<file path="src/rtl/lig_pkg.sv">
package lig_pkg;
	// register offsets
	localparam logic [11:0] LIG_OFS_CTRL1     = 12'hfe1;
	localparam logic [11:0] LIG_OFS_CTRL2     = 12'hfe2;
	localparam logic [11:0] LIG_OFS_CTRL3     = 12'hfe4;
	localparam logic [11:0] LIG_OFS_CTRL5     = 12'hfea;
	localparam logic [11:0] LIG_OFS_RATE      = 12'hfe8;
	localparam logic [11:0] LIG_OFS_IRQ_STAT  = 12'hfec;
	localparam logic [11:0] LIG_OFS_IRQ_MASK  = 12'hfed;
	localparam logic [11:0] LIG_OFS_LOS_STAT  = 12'hfee;
	// field positions
	localparam int LIG_BIT_FLOAT    = 0;
	localparam int LIG_BIT_LONGRUN  = 1;
	// reset values
	localparam logic [7:0] LIG_RST_CTRL1 = 8'h00;
	localparam logic [7:0] LIG_RST_CTRL2 = 8'h00;
	localparam logic [7:0] LIG_RST_CTRL5 = 8'h00;
	localparam logic [7:0] LIG_RST_RATE  = 8'h01;
	localparam logic [7:0] LIG_RST_MASK  = 8'h00;
	// zero-run thresholds
	localparam logic [12:0] LIG_ZRUN_SHORT = 13'd175;
	localparam logic [12:0] LIG_ZRUN_LONG  = 13'd4096;
	localparam int          LIG_NCH        = 8;
	// rate codes
	localparam logic [3:0] LIG_RATE_RSVD_LO = 4'h2;
	localparam logic [3:0] LIG_RATE_RSVD_HI = 4'h7;
	typedef enum logic [3:0] {
		LIG_F2048  = 4'b0000,
		LIG_F1544  = 4'b0001,
		LIG_F4096  = 4'b1000,
		LIG_F3088  = 4'b1001,
		LIG_F8192  = 4'b1010,
		LIG_F6176  = 4'b1011,
		LIG_F16384 = 4'b1100,
		LIG_F12352 = 4'b1101,
		LIG_FBAD   = 4'b0111
	} lig_rate_e;
endpackage

</file>
<file path="src/rtl/lig_global_ctrl.sv">
`timescale 1ns/1ps
`default_nettype none
// Notes on behaviour
// long option: loss after 4096 zeros
// short option: loss after 175 zeros
// float bit set: all outputs undriven (here only board_test_float is raised; this block's outputs stay driven)
// float bit clear: outputs driven normally
// software writes zero to ctrl2 bits
// ctrl3 bits unused, no function
// decode four-bit master rate code
// system supplies matching master clock frequency
// a one restarts the zero counter
module lig_global_ctrl
	import lig_pkg::*;
(
	input  wire logic        sys_clk,
	input  wire logic        rst_n,
	input  wire logic [11:0] reg_addr,
	input  wire logic [7:0]  reg_wdata,
	input  wire logic        reg_wr,
	input  wire logic        reg_rd,
	output logic      [7:0]  reg_rdata,
	input  wire logic [7:0]  rx_sym_valid,
	input  wire logic [7:0]  rx_sym_one,
	output logic      [7:0]  receive_signal_loss,
	output logic             board_test_float,
	output logic             long_zero_run_enable,
	output logic      [3:0]  master_rate_select,
	output logic             master_rate_valid,
	output logic             irq
);
	logic [7:0] ctrl1_q;
	logic [7:0] ctrl2_q;
	logic [7:0] ctrl5_q;
	logic [7:0] rate_q;
	logic [7:0] stat_q;
	logic [7:0] mask_q;
	logic [7:0] stat_d;
	logic [7:0] rdata_d;
	logic [7:0] los_now;
	logic [7:0] los_prev_q;

	wire sel_c1   = (reg_addr == LIG_OFS_CTRL1);
	wire sel_c2   = (reg_addr == LIG_OFS_CTRL2);
	wire sel_c3   = (reg_addr == LIG_OFS_CTRL3);
	wire sel_c5   = (reg_addr == LIG_OFS_CTRL5);
	wire sel_rate = (reg_addr == LIG_OFS_RATE);
	wire sel_stat = (reg_addr == LIG_OFS_IRQ_STAT);
	wire sel_mask = (reg_addr == LIG_OFS_IRQ_MASK);
	wire sel_los  = (reg_addr == LIG_OFS_LOS_STAT);

	wire       long_run  = ctrl1_q[LIG_BIT_LONGRUN];
	wire [3:0] rate_code = rate_q[3:0];
	// reserved codes sit between 0010 and 0111
	wire       rate_ok   = !((rate_code >= LIG_RATE_RSVD_LO) && (rate_code <= LIG_RATE_RSVD_HI));

	// codes 1110 and 1111 alias onto 2.048 and 1.544
	lig_rate_e rate_dec;
	always_comb
	begin
		case (rate_code)
			4'h0:    rate_dec = LIG_F2048;
			4'he:    rate_dec = LIG_F2048;
			4'h1:    rate_dec = LIG_F1544;
			4'hf:    rate_dec = LIG_F1544;
			4'h8:    rate_dec = LIG_F4096;
			4'h9:    rate_dec = LIG_F3088;
			4'ha:    rate_dec = LIG_F8192;
			4'hb:    rate_dec = LIG_F6176;
			4'hc:    rate_dec = LIG_F16384;
			4'hd:    rate_dec = LIG_F12352;
			default: rate_dec = LIG_FBAD;
		endcase
	end

	genvar g;
	generate
		for (g = 0; g < LIG_NCH; g++)
		begin : g_ch
			lig_zero_run u_run (
				.sys_clk   (sys_clk),
				.rst_n     (rst_n),
				.sym_valid (rx_sym_valid[g]),
				.sym_one   (rx_sym_one[g]),
				.long_run  (long_run),
				.loss_q    (los_now[g])
			);
		end
	endgenerate

	// rising loss per channel is the event; set beats a write-one clear
	wire [7:0] los_rise = los_now & ~los_prev_q;
	wire [7:0] stat_clr = (reg_wr && sel_stat) ? reg_wdata : 8'h00;
	assign stat_d = (stat_q & ~stat_clr) | los_rise;

	// irq looks at the mask as written this cycle so it never lags the status
	wire [7:0] mask_d = (reg_wr && sel_mask) ? reg_wdata : mask_q;

	// ctrl3 holds nothing and reads zero; ctrl2 stored as written
	assign rdata_d = !reg_rd  ? 8'h00 :
	                 sel_c1   ? ctrl1_q :
	                 sel_c2   ? ctrl2_q :
	                 sel_c3   ? 8'h00 :
	                 sel_c5   ? ctrl5_q :
	                 sel_rate ? rate_q :
	                 sel_stat ? stat_q :
	                 sel_mask ? mask_q :
	                 sel_los  ? los_now : 8'h00;

	always_ff @(posedge sys_clk or negedge rst_n)
	begin
		if (!rst_n)
		begin
			ctrl1_q <= LIG_RST_CTRL1;
			ctrl2_q <= LIG_RST_CTRL2;
			ctrl5_q <= LIG_RST_CTRL5;
			rate_q  <= LIG_RST_RATE;
		end
		else if (reg_wr)
		begin
			if (sel_c1)
				ctrl1_q <= reg_wdata;
			if (sel_c2)
				ctrl2_q <= reg_wdata;
			if (sel_c5)
				ctrl5_q <= reg_wdata;
			if (sel_rate)
				rate_q <= {4'h0, reg_wdata[3:0]};
		end
	end

	always_ff @(posedge sys_clk or negedge rst_n)
	begin
		if (!rst_n)
		begin
			stat_q     <= 8'h00;
			mask_q     <= LIG_RST_MASK;
			los_prev_q <= 8'h00;
			reg_rdata  <= 8'h00;
		end
		else
		begin
			stat_q     <= stat_d;
			los_prev_q <= los_now;
			reg_rdata  <= rdata_d;
			if (reg_wr && sel_mask)
				mask_q <= reg_wdata;
		end
	end

	// outputs registered; float follows ctrl1 bit 0 one cycle later
	always_ff @(posedge sys_clk or negedge rst_n)
	begin
		if (!rst_n)
		begin
			receive_signal_loss  <= 8'h00;
			board_test_float     <= 1'b0;
			long_zero_run_enable <= 1'b0;
			master_rate_select   <= 4'h1;
			master_rate_valid    <= 1'b1;
			irq                  <= 1'b0;
		end
		else
		begin
			// in float mode only board_test_float is raised; this block's outputs stay driven
			board_test_float     <= ctrl1_q[LIG_BIT_FLOAT];
			receive_signal_loss  <= los_now;
			long_zero_run_enable <= long_run;
			master_rate_select   <= rate_dec;
			master_rate_valid    <= rate_ok;
			irq                  <= |(stat_d & mask_d);
		end
	end

	AST_FLOAT_FOLLOWS: assert property (@(posedge sys_clk) disable iff (!rst_n)
		$rose(ctrl1_q[LIG_BIT_FLOAT]) |=> board_test_float)
		else $error("float not entered");
	AST_FLOAT_RELEASE: assert property (@(posedge sys_clk) disable iff (!rst_n)
		$fell(ctrl1_q[LIG_BIT_FLOAT]) |=> !board_test_float)
		else $error("float not released");
	AST_SHORT_RUN: assert property (@(posedge sys_clk) disable iff (!rst_n)
		!long_run && !los_now[0] ##1 los_now[0] |-> $past(rx_sym_valid[0]))
		else $error("loss rose without a symbol");
	AST_LONG_KEEP: assert property (@(posedge sys_clk) disable iff (!rst_n)
		long_run && $past(long_run) && !los_now[0] && !rx_sym_valid[0]
		|=> !los_now[0])
		else $error("loss rose with no symbol");
	AST_RATE_ALIAS: assert property (@(posedge sys_clk) disable iff (!rst_n)
		rate_code == 4'he |=> master_rate_select == 4'h0)
		else $error("1110 not mapped to 2.048");
	AST_RATE_RSVD: assert property (@(posedge sys_clk) disable iff (!rst_n)
		rate_code == 4'h3 |=> !master_rate_valid)
		else $error("reserved rate flagged valid");
	AST_CTRL3_ZERO: assert property (@(posedge sys_clk) disable iff (!rst_n)
		reg_rd && sel_c3 |=> reg_rdata == 8'h00)
		else $error("ctrl3 read nonzero");
	AST_IRQ_SET: assert property (@(posedge sys_clk) disable iff (!rst_n)
		(los_rise & mask_d) != 8'h00 |=> irq ##1 stat_q != 8'h00)
		else $error("masked loss event missed");
	COV_FLOAT: cover property (@(posedge sys_clk) $rose(board_test_float));
	COV_LOSS: cover property (@(posedge sys_clk) $rose(receive_signal_loss[0]));
	COV_IRQ: cover property (@(posedge sys_clk) $rose(irq));
	COV_LONG: cover property (@(posedge sys_clk) long_run && $rose(los_now[0]));
	COV_RSVD: cover property (@(posedge sys_clk) $fell(master_rate_valid));

	// read path: every mapped register returns what it held at the strobe
	AST_RD_C1: assert property (@(posedge sys_clk) disable iff (!rst_n)
		reg_rd && sel_c1
		|=> reg_rdata == $past(ctrl1_q))
		else $error("ctrl1 read wrong");

	AST_RD_C2: assert property (@(posedge sys_clk) disable iff (!rst_n)
		reg_rd && sel_c2
		|=> reg_rdata == $past(ctrl2_q))
		else $error("ctrl2 read wrong");

	AST_RD_C5: assert property (@(posedge sys_clk) disable iff (!rst_n)
		reg_rd && sel_c5
		|=> reg_rdata == $past(ctrl5_q))
		else $error("ctrl5 read wrong");

	AST_RD_RATE: assert property (@(posedge sys_clk) disable iff (!rst_n)
		reg_rd && sel_rate
		|=> reg_rdata == $past(rate_q))
		else $error("rate read wrong");

	AST_RD_STAT: assert property (@(posedge sys_clk) disable iff (!rst_n)
		reg_rd && sel_stat
		|=> reg_rdata == $past(stat_q))
		else $error("status read wrong");

	AST_RD_MASK: assert property (@(posedge sys_clk) disable iff (!rst_n)
		reg_rd && sel_mask
		|=> reg_rdata == $past(mask_q))
		else $error("mask read wrong");

	AST_RD_LOS: assert property (@(posedge sys_clk) disable iff (!rst_n)
		reg_rd && sel_los
		|=> reg_rdata == $past(los_now))
		else $error("live loss read wrong");

	// read data stands only in each cycle after a read strobe, zero otherwise
	AST_RD_IDLE: assert property (@(posedge sys_clk) disable iff (!rst_n)
		!reg_rd
		|=> reg_rdata == 8'h00)
		else $error("read data without a read");

	// write path
	AST_WR_C1: assert property (@(posedge sys_clk) disable iff (!rst_n)
		reg_wr && sel_c1
		|=> ctrl1_q == $past(reg_wdata))
		else $error("ctrl1 write lost");

	AST_WR_C2: assert property (@(posedge sys_clk) disable iff (!rst_n)
		reg_wr && sel_c2
		|=> ctrl2_q == $past(reg_wdata))
		else $error("ctrl2 write lost");

	AST_WR_C5: assert property (@(posedge sys_clk) disable iff (!rst_n)
		reg_wr && sel_c5
		|=> ctrl5_q == $past(reg_wdata))
		else $error("ctrl5 write lost");

	AST_WR_MASK: assert property (@(posedge sys_clk) disable iff (!rst_n)
		reg_wr && sel_mask
		|=> mask_q == $past(reg_wdata))
		else $error("mask write lost");

	AST_WR_RATE: assert property (@(posedge sys_clk) disable iff (!rst_n)
		reg_wr && sel_rate
		|=> rate_q[3:0] == $past(reg_wdata[3:0]))
		else $error("rate write lost");

	// the upper nibble of the rate register never holds anything
	AST_RATE_HI: assert property (@(posedge sys_clk) disable iff (!rst_n)
		1'b1
		|-> rate_q[7:4] == 4'h0)
		else $error("rate upper nibble set");

	// outputs except irq are one-cycle registered copies of the internal state; irq is registered from the next status and mask
	AST_FLOAT_OUT: assert property (@(posedge sys_clk) disable iff (!rst_n)
		1'b1
		|=> board_test_float == $past(ctrl1_q[LIG_BIT_FLOAT]))
		else $error("float output out of step");

	AST_LONG_OUT: assert property (@(posedge sys_clk) disable iff (!rst_n)
		1'b1
		|=> long_zero_run_enable == $past(long_run))
		else $error("long option output out of step");

	AST_LOSS_OUT: assert property (@(posedge sys_clk) disable iff (!rst_n)
		1'b1
		|=> receive_signal_loss == $past(los_now))
		else $error("loss output out of step");

	AST_RATE_SEL: assert property (@(posedge sys_clk) disable iff (!rst_n)
		1'b1
		|=> master_rate_select == $past(rate_dec))
		else $error("rate select out of step");

	AST_RATE_F1544: assert property (@(posedge sys_clk) disable iff (!rst_n)
		rate_code == 4'hf
		|=> master_rate_select == 4'h1)
		else $error("1111 not mapped to 1.544");

	AST_RATE_BAD: assert property (@(posedge sys_clk) disable iff (!rst_n)
		1'b1
		|-> (rate_dec == LIG_FBAD) == !rate_ok)
		else $error("reserved decode and flag disagree");

	// sticky status: set wins, write-one clears, otherwise held
	AST_STAT_SET: assert property (@(posedge sys_clk) disable iff (!rst_n)
		los_rise != 8'h00
		|=> (stat_q & $past(los_rise)) == $past(los_rise))
		else $error("loss event not latched");

	AST_STAT_CLR: assert property (@(posedge sys_clk) disable iff (!rst_n)
		reg_wr && sel_stat && los_rise == 8'h00
		|=> (stat_q & $past(reg_wdata)) == 8'h00)
		else $error("status not cleared");

	AST_STAT_HOLD: assert property (@(posedge sys_clk) disable iff (!rst_n)
		los_rise == 8'h00 && !(reg_wr && sel_stat)
		|=> $stable(stat_q))
		else $error("status changed without cause");

	AST_IRQ_LEVEL: assert property (@(posedge sys_clk) disable iff (!rst_n)
		1'b1
		|-> irq == |(stat_q & mask_q))
		else $error("irq disagrees with status and mask");
endmodule
`default_nettype wire

</file>
<file path="src/rtl/lig_zero_run.sv">
`timescale 1ns/1ps
`default_nettype none
module lig_zero_run
	import lig_pkg::*;
(
	input  wire logic        sys_clk,
	input  wire logic        rst_n,
	input  wire logic        sym_valid,
	input  wire logic        sym_one,
	input  wire logic        long_run,
	output logic             loss_q
);
	logic [12:0] cnt_q;
	logic [12:0] cnt_d;
	logic        loss_d;
	wire  [12:0] limit = long_run ? LIG_ZRUN_LONG : LIG_ZRUN_SHORT;
	wire         at_lim = (cnt_q >= limit);

	// counter saturates at the threshold so a long idle line never wraps
	assign cnt_d  = (sym_valid && sym_one) ? 13'h0000 :
	                (sym_valid && !at_lim) ? cnt_q + 13'h0001 : cnt_q;
	assign loss_d = (cnt_d >= limit);

	always_ff @(posedge sys_clk or negedge rst_n)
	begin
		if (!rst_n)
		begin
			cnt_q  <= 13'h0000;
			loss_q <= 1'b0;
		end
		else
		begin
			cnt_q  <= cnt_d;
			loss_q <= loss_d;
		end
	end

	AST_ONE_CLEARS: assert property (@(posedge sys_clk) disable iff (!rst_n)
		sym_valid && sym_one |=> cnt_q == 13'h0000 ##0 !loss_q)
		else $error("zero run did not restart on a one");
endmodule
`default_nettype wire

</file>
<file path="config.mk">
export PLATFORM = sky130hd
export DESIGN_NAME = lig_global_ctrl
export DESIGN_NICKNAME = d
export VERILOG_FILES = /design/src/rtl/lig_pkg.sv /design/src/rtl/lig_global_ctrl.sv /design/src/rtl/lig_zero_run.sv
export SDC_FILE = /design/constraint.sdc
export NUM_CORES = 1
export LEC_CHECK = 0
export BUFFER_PORTS_ARGS = -buffer_cell sky130_fd_sc_hd__buf_4
export CORE_MARGIN = 1
export CORE_UTILIZATION = 35
export DETAILED_ROUTE_END_ITERATION = 16
export GPL_ROUTABILITY_DRIVEN = 0
export PLACE_DENSITY_LB_ADDON = 0.25
export SYNTH_ARGS = -nofsm -noshare
export SYNTH_HDL_FRONTEND = slang
export SYNTH_HIERARCHICAL = 1
export SYNTH_SLANG_ARGS = --single-unit
export TNS_END_PERCENT = 50
</file>
<file path="constraint.sdc">
create_clock -name sys_clk -period 16 [get_ports sys_clk]
set_input_delay 0 -clock sys_clk [delete_from_list [all_inputs] [get_ports sys_clk]]
set_output_delay 0 -clock sys_clk [all_outputs]
set_load 0.03 [all_outputs]
</file>
Word level (Yosys, flattened, before mapping). Memory sizes are Yosys's and may differ from the RTL's. A register that Yosys moved wholly into a read port is not among the register bits. Cells that the tools add are included.

Multiplexer cells: 28. Eq/ne operators: 8. Magnitude comparators: 18. Bitwise operators: 6. Add/subtract/negate cells: 8. Reduce and logical (&&, ||, !) cells: 34.

Operator list (count): 2-to-1 mux 13 bit (17); greater-or-equal comparator 13 bit (16); adder 13 x 1 -> 13 bit, second input constant (8); == test 12 bit, second input constant (8); 2-to-1 mux 8 bit (11); bitwise AND 8 bit (3); logical AND 1 bit (19); inverter 8 bit (2); logical NOT 1 bit (10); OR 8 bit (1); AND reduction 2 bit (4); OR reduction 8 bit (1); greater-or-equal comparator 4 x 2 -> 1 bit, second input constant (1); less-or-equal comparator 4 x 3 -> 1 bit, second input constant (1).

Word-level logic and storage cells: 131. Memories kept: 1. Register bits: 176. Output and inout bits: 24. ROM bits: 64.

Memory list: (no name shown) (depth 16, bits a word 4, read ports 1, clocked after Yosys merged registers in 1, write ports 0, RTL line lig_global_ctrl.sv:61) `case (rate_code)`.

Logic depth before layout (Yosys ltp).
Depth after elaboration: 10. Mapped depth: 17. Mapped depth without buffers: 16.

Hierarchy. The synthesis kept the hierarchy.

By module, submodules not included: lig_zero_run (g_ch[0].u_run ...) (area each 1161.1 µm², sequential area each 350.3 µm², times used 6, cells an instance 122); lig_global_ctrl (area each 3181.8 µm², sequential area each 1705.4 µm², times used 1, cells an instance 263); lig_zero_run (g_ch[3].u_run) (area each 1139.8 µm², sequential area each 350.3 µm², times used 1, cells an instance 130); lig_zero_run (g_ch[4].u_run) (area each 1116.1 µm², sequential area each 350.3 µm², times used 1, cells an instance 121).

Worst setup path before layout. Ideal clock, no wire load.

Path kind: register to register. From: register ctrl1_q[1]. To: register g_ch[4].u_run.loss_q. Setup time: 126 ps. Period minus slack after synthesis: 5498 ps. Cell stages (with the launch flop): 15. Slack: 10502 ps. Data arrival time: 5373 ps. Path buffers: 0. Data required time: 15874 ps. Cells stage by stage: dfrtp_1 -> inv_1 -> ha_1 -> nor3b_1 -> o21ai_0 -> a211oi_2 -> xnor2_1 -> or2_2 -> ha_1 -> nand2b_1 -> a2111oi_0 -> a21oi_1 -> a31o_1 -> a211o_1 -> a221o_1.

Cells in the longest elaborated chain, start to end: 7.

RTL lines: from (decl) (RTL line lig_global_ctrl.sv:32) `logic [7:0] ctrl1_q;`; from (signal assigned) (RTL line lig_global_ctrl.sv:122) `ctrl1_q <= reg_wdata;`; 2-to-1 mux 13 bit (*) (RTL line lig_zero_run.sv:16) `wire [12:0] limit = long_run ? LIG_ZRUN_LONG : LIG_ZRUN_SHORT;`; greater-or-equal comparator 13 bit (RTL line lig_zero_run.sv:17) `wire at_lim = (cnt_q >= limit);`; logical NOT 1 bit (RTL line lig_zero_run.sv:21) `(sym_valid && !at_lim) ? cnt_q + 13'h0001 : cnt_q;`; logical AND 1 bit (RTL line lig_zero_run.sv:21); 2-to-1 mux 13 bit (RTL line lig_zero_run.sv:21); 2-to-1 mux 13 bit (RTL line lig_zero_run.sv:20) `assign cnt_d = (sym_valid && sym_one) ? 13'h0000 :`; greater-or-equal comparator 13 bit (*) (RTL line lig_zero_run.sv:22) `assign loss_d = (cnt_d >= limit);`; via g_ch[4].u_run.loss_d (RTL line lig_zero_run.sv:15) `logic loss_d;`; to (signal assigned) (RTL line lig_zero_run.sv:34) `loss_q <= loss_d;`; to (decl) (RTL line lig_zero_run.sv:11) `output logic loss_q`.

Mark *: on every way through the listed nets, which the timed path passes. The rest lies on a longest branch. A chain may end at the register's enable or synchronous reset.

Final worst setup path. Ends and elaborated chain as after synthesis.

==> out/metrics.cfg <==
[run_status]
status=finished clean

[drt]
drt_iter0_drc=758
num_vias=9554
drt-total-wl_um=28400
postRouteAntennaNets=0
post-route-drc-count=0
wl_per_cell_um=15.9
dr.pass1.iters=7
viasPerCell=5.35

[layout]
layout_commonest_cell=dfrtp_1
antennaDiodeCount=0
n_fill_cell=3432
areaGrowthSynthToFinish_pct=13.8
layout_common_cells=dfrtp_1, ha_1, nor2_1, buf_4, nand2_1
final_util_pct=40.7
drive_gt1_share_pct=14.9
finalNonFillerCells=1786
fin_area_um2=14100
fin_nets=1478

[setup_path]
path_class=reg -> reg
rr_startpoint=ctrl1_q[1]
cp_max_fo=47
arrival_ns=5.51
required_ns=16.32
cpPeakStageDelay_ns=0.84
cp-startpoint=ctrl1_q[1]
critical_path.most_common_cell=ha_1
start_kind=flop
slowest_stage=dfrtp_4
worst_setup_path_end_kind=flop
crit_chain=buf_4 -> inv_1 -> ha_1 -> nor3b_1 -> o21ai_0 -> a211oi_2 -> xnor2_1 -> or2_2 -> ha_1 -> nand2b_1 -> a2111oi_0 -> a21oi_1 -> a31o_1 -> a211o_1 -> a221o_1

[global_routing]
grtUsageTotal_pct=16.2
grt_overflow=0
grt_start_max_net_pins=71
grt_first_pass_wirelength_um=47500
antenna_found_initial=0
first_global_vias=9335

[placed_design]
dpl.hpwl_um=20200
placed_area_um2=13200
port_buffers=63
dp.cells=1725
pre_cts_slack_ns=10.81

[clocking]
root_buffer=clkbuf_16
cts_tree=done
path_clk_slew_ns=0.08
cts_resized=0
htree_levels=4
cts_sinks=180
numCtsBuffers=17
clk-insertion-delay-late_ns=0.44
post_cts_buffers=0
clock_path_buffers=2

[min_path]
hp-class=in -> reg
worstHoldStart=rx_sym_valid[7]

[floorplan]
dieArea_um2=36200
boundaryPins=64
die_x_um=190
num_rows=68
start_util_pct=35.7
core_area_um2=34700
die_height_um=190

[sta]
holdWs_ns=0.0241
slew_headroom_pct=31.2
period_share_pct=32.4
report.final.slew_viol_count=0
finalHoldViolCount=0
worst_pin_slew_ns=1.03
fin_setup_tns_ns=0
period_needed_ns=5.18
fin_ws_ns=10.82
rsz0062_at_grt=no
finClkSkew_ns=0.0148
max_freq_mhz=193
finalSetupViolations=0

[synth]
synth_cells=1246
yosysWarnings=6
avgSynthCellArea_um2=9.96
synth_flop_cell=dfrtp_1
ys_async_sr_fraction_pct=100
ys_ff_latch=180
seq_area_frac_synth_pct=36.3
synth_edf_count=0
synth_nets=1406
yosysUniqueCellTypes=89
syn-cell-area_um2=12400

[pwr]
leakage_nw=6.92
ir_worst_vdd_v=0.0000740
pwr_density_cell_nw_per_um2=79.3
power_mw=1.12

[job]
maxCapViolations=0

## routing by layer
metal  up-vias  GRT usage (%)  wire, µm
li1       4731              -         -
met1      4624           22.1     13800
met2       175           26.1     13100
met3        24           2.87      1090
met4         0           4.46       381
met5         -              0         0
## cells in the mapped netlist (7+ instances only)
cell type,count,area [µm²]
a211o_1,8,70.1
a21oi_1,38,190
a221o_1,9,90.1
a221oi_1,7,61.3
a31oi_1,15,93.8
and2_1,20,125
and3_1,43,269
and3b_1,8,70.1
and4_1,7,61.3
and4b_1,8,80.1
buf_2,11,55.1
buf_6,10,113
clkbuf_1,18,67.6
dfrtp_1,177,4430
ha_1,120,1500
inv_1,58,218
mux2_2,35,394
mux2i_1,20,200
nand2_1,63,236
nand2b_1,29,181
nand3_1,21,105
nand4_1,45,282
nor2_1,102,383
nor2b_1,34,213
nor3_1,15,75.1
o211ai_1,7,52.6
o21a_1,9,67.6
o21ai_0,44,220
o21ai_1,8,40.0
o21bai_1,8,60.1
o221ai_1,10,87.6
or2_1,8,50.1
or2_2,7,43.8
or3_1,13,81.3
xnor2_1,33,289
xor2_1,43,377
## area by class of cell
type                    instances  area, µm²  share of cell area [%]
clock inverters                14        165                    1.17
multi-input cells             966       7420                    52.6
well taps                     455        569                    4.03
inverters                      58        218                    1.54
flip-flops and latches        180       4510                    32.0
repair buffers                 95        792                    5.61
clock buffers                  18        439                    3.11
## power by group
part,switching (mW),internal (mW)
sequential,0.0327,0.482
combinational,0.0917,0.0745
clock,0.210,0.228
## registers in the layout, summed over array words and instances (netlist names), 8 cells and up
signal               flops
ctrl5_q                  8
g_ch.u_run/loss_q        8
stat_q                   8
ctrl2_q                  8
mask_q                   8
receive_signal_loss      8
reg_rdata                8
g_ch.u_run/cnt_q       104
ctrl1_q                  8
## kinds of logic (layout without fill, tap and decap cells)
group                    after synthesis  after routing  share of synthesized area, %
flip-flops                           180            180                          36.3
XOR/XNOR                              76             76                          5.37
AO/OA/AOI/OAI                        231            231                          13.8
AND/OR/NAND/NOR                      476            476                          22.8
multiplexers                          63             63                          5.70
buffers and inverters                100            185                          3.81
adder cells (fa/ha/maj)              120            120                          12.1
## final timing paths
path	end	slack [ns]	depth (start not counted)
max	g_ch[4].u_run/loss_q	10.82	15
min reg2reg	board_test_float	0.40	0
max reg2reg	g_ch[4].u_run/loss_q	10.82	15
min	g_ch[7].u_run/cnt_q[4]	0.02	4
max in group asynchronous	ctrl1_q[1]	14.62	3
min in group asynchronous	g_ch[0].u_run/cnt_q[2]	0.06	2
## worst max-delay path, delay by kind of cell (launching register included)
family,cells,cell delay [ns]
DFF,1,0.84
AOI/OAI and AO/OA,7,2.04
xor gates and xnor gates,1,0.10
and+or+nand+nor,3,0.68
buffers and inverters,2,0.78
adders and majority gates,2,0.60
## what timing repair did
item | 4_1_cts | 5_1_grt
setup endpoints to repair | 0 | 0
hold buffers | 29 | 0
hold endpoints to repair | 107 | 0
Power figures use the tool's default switching activity.
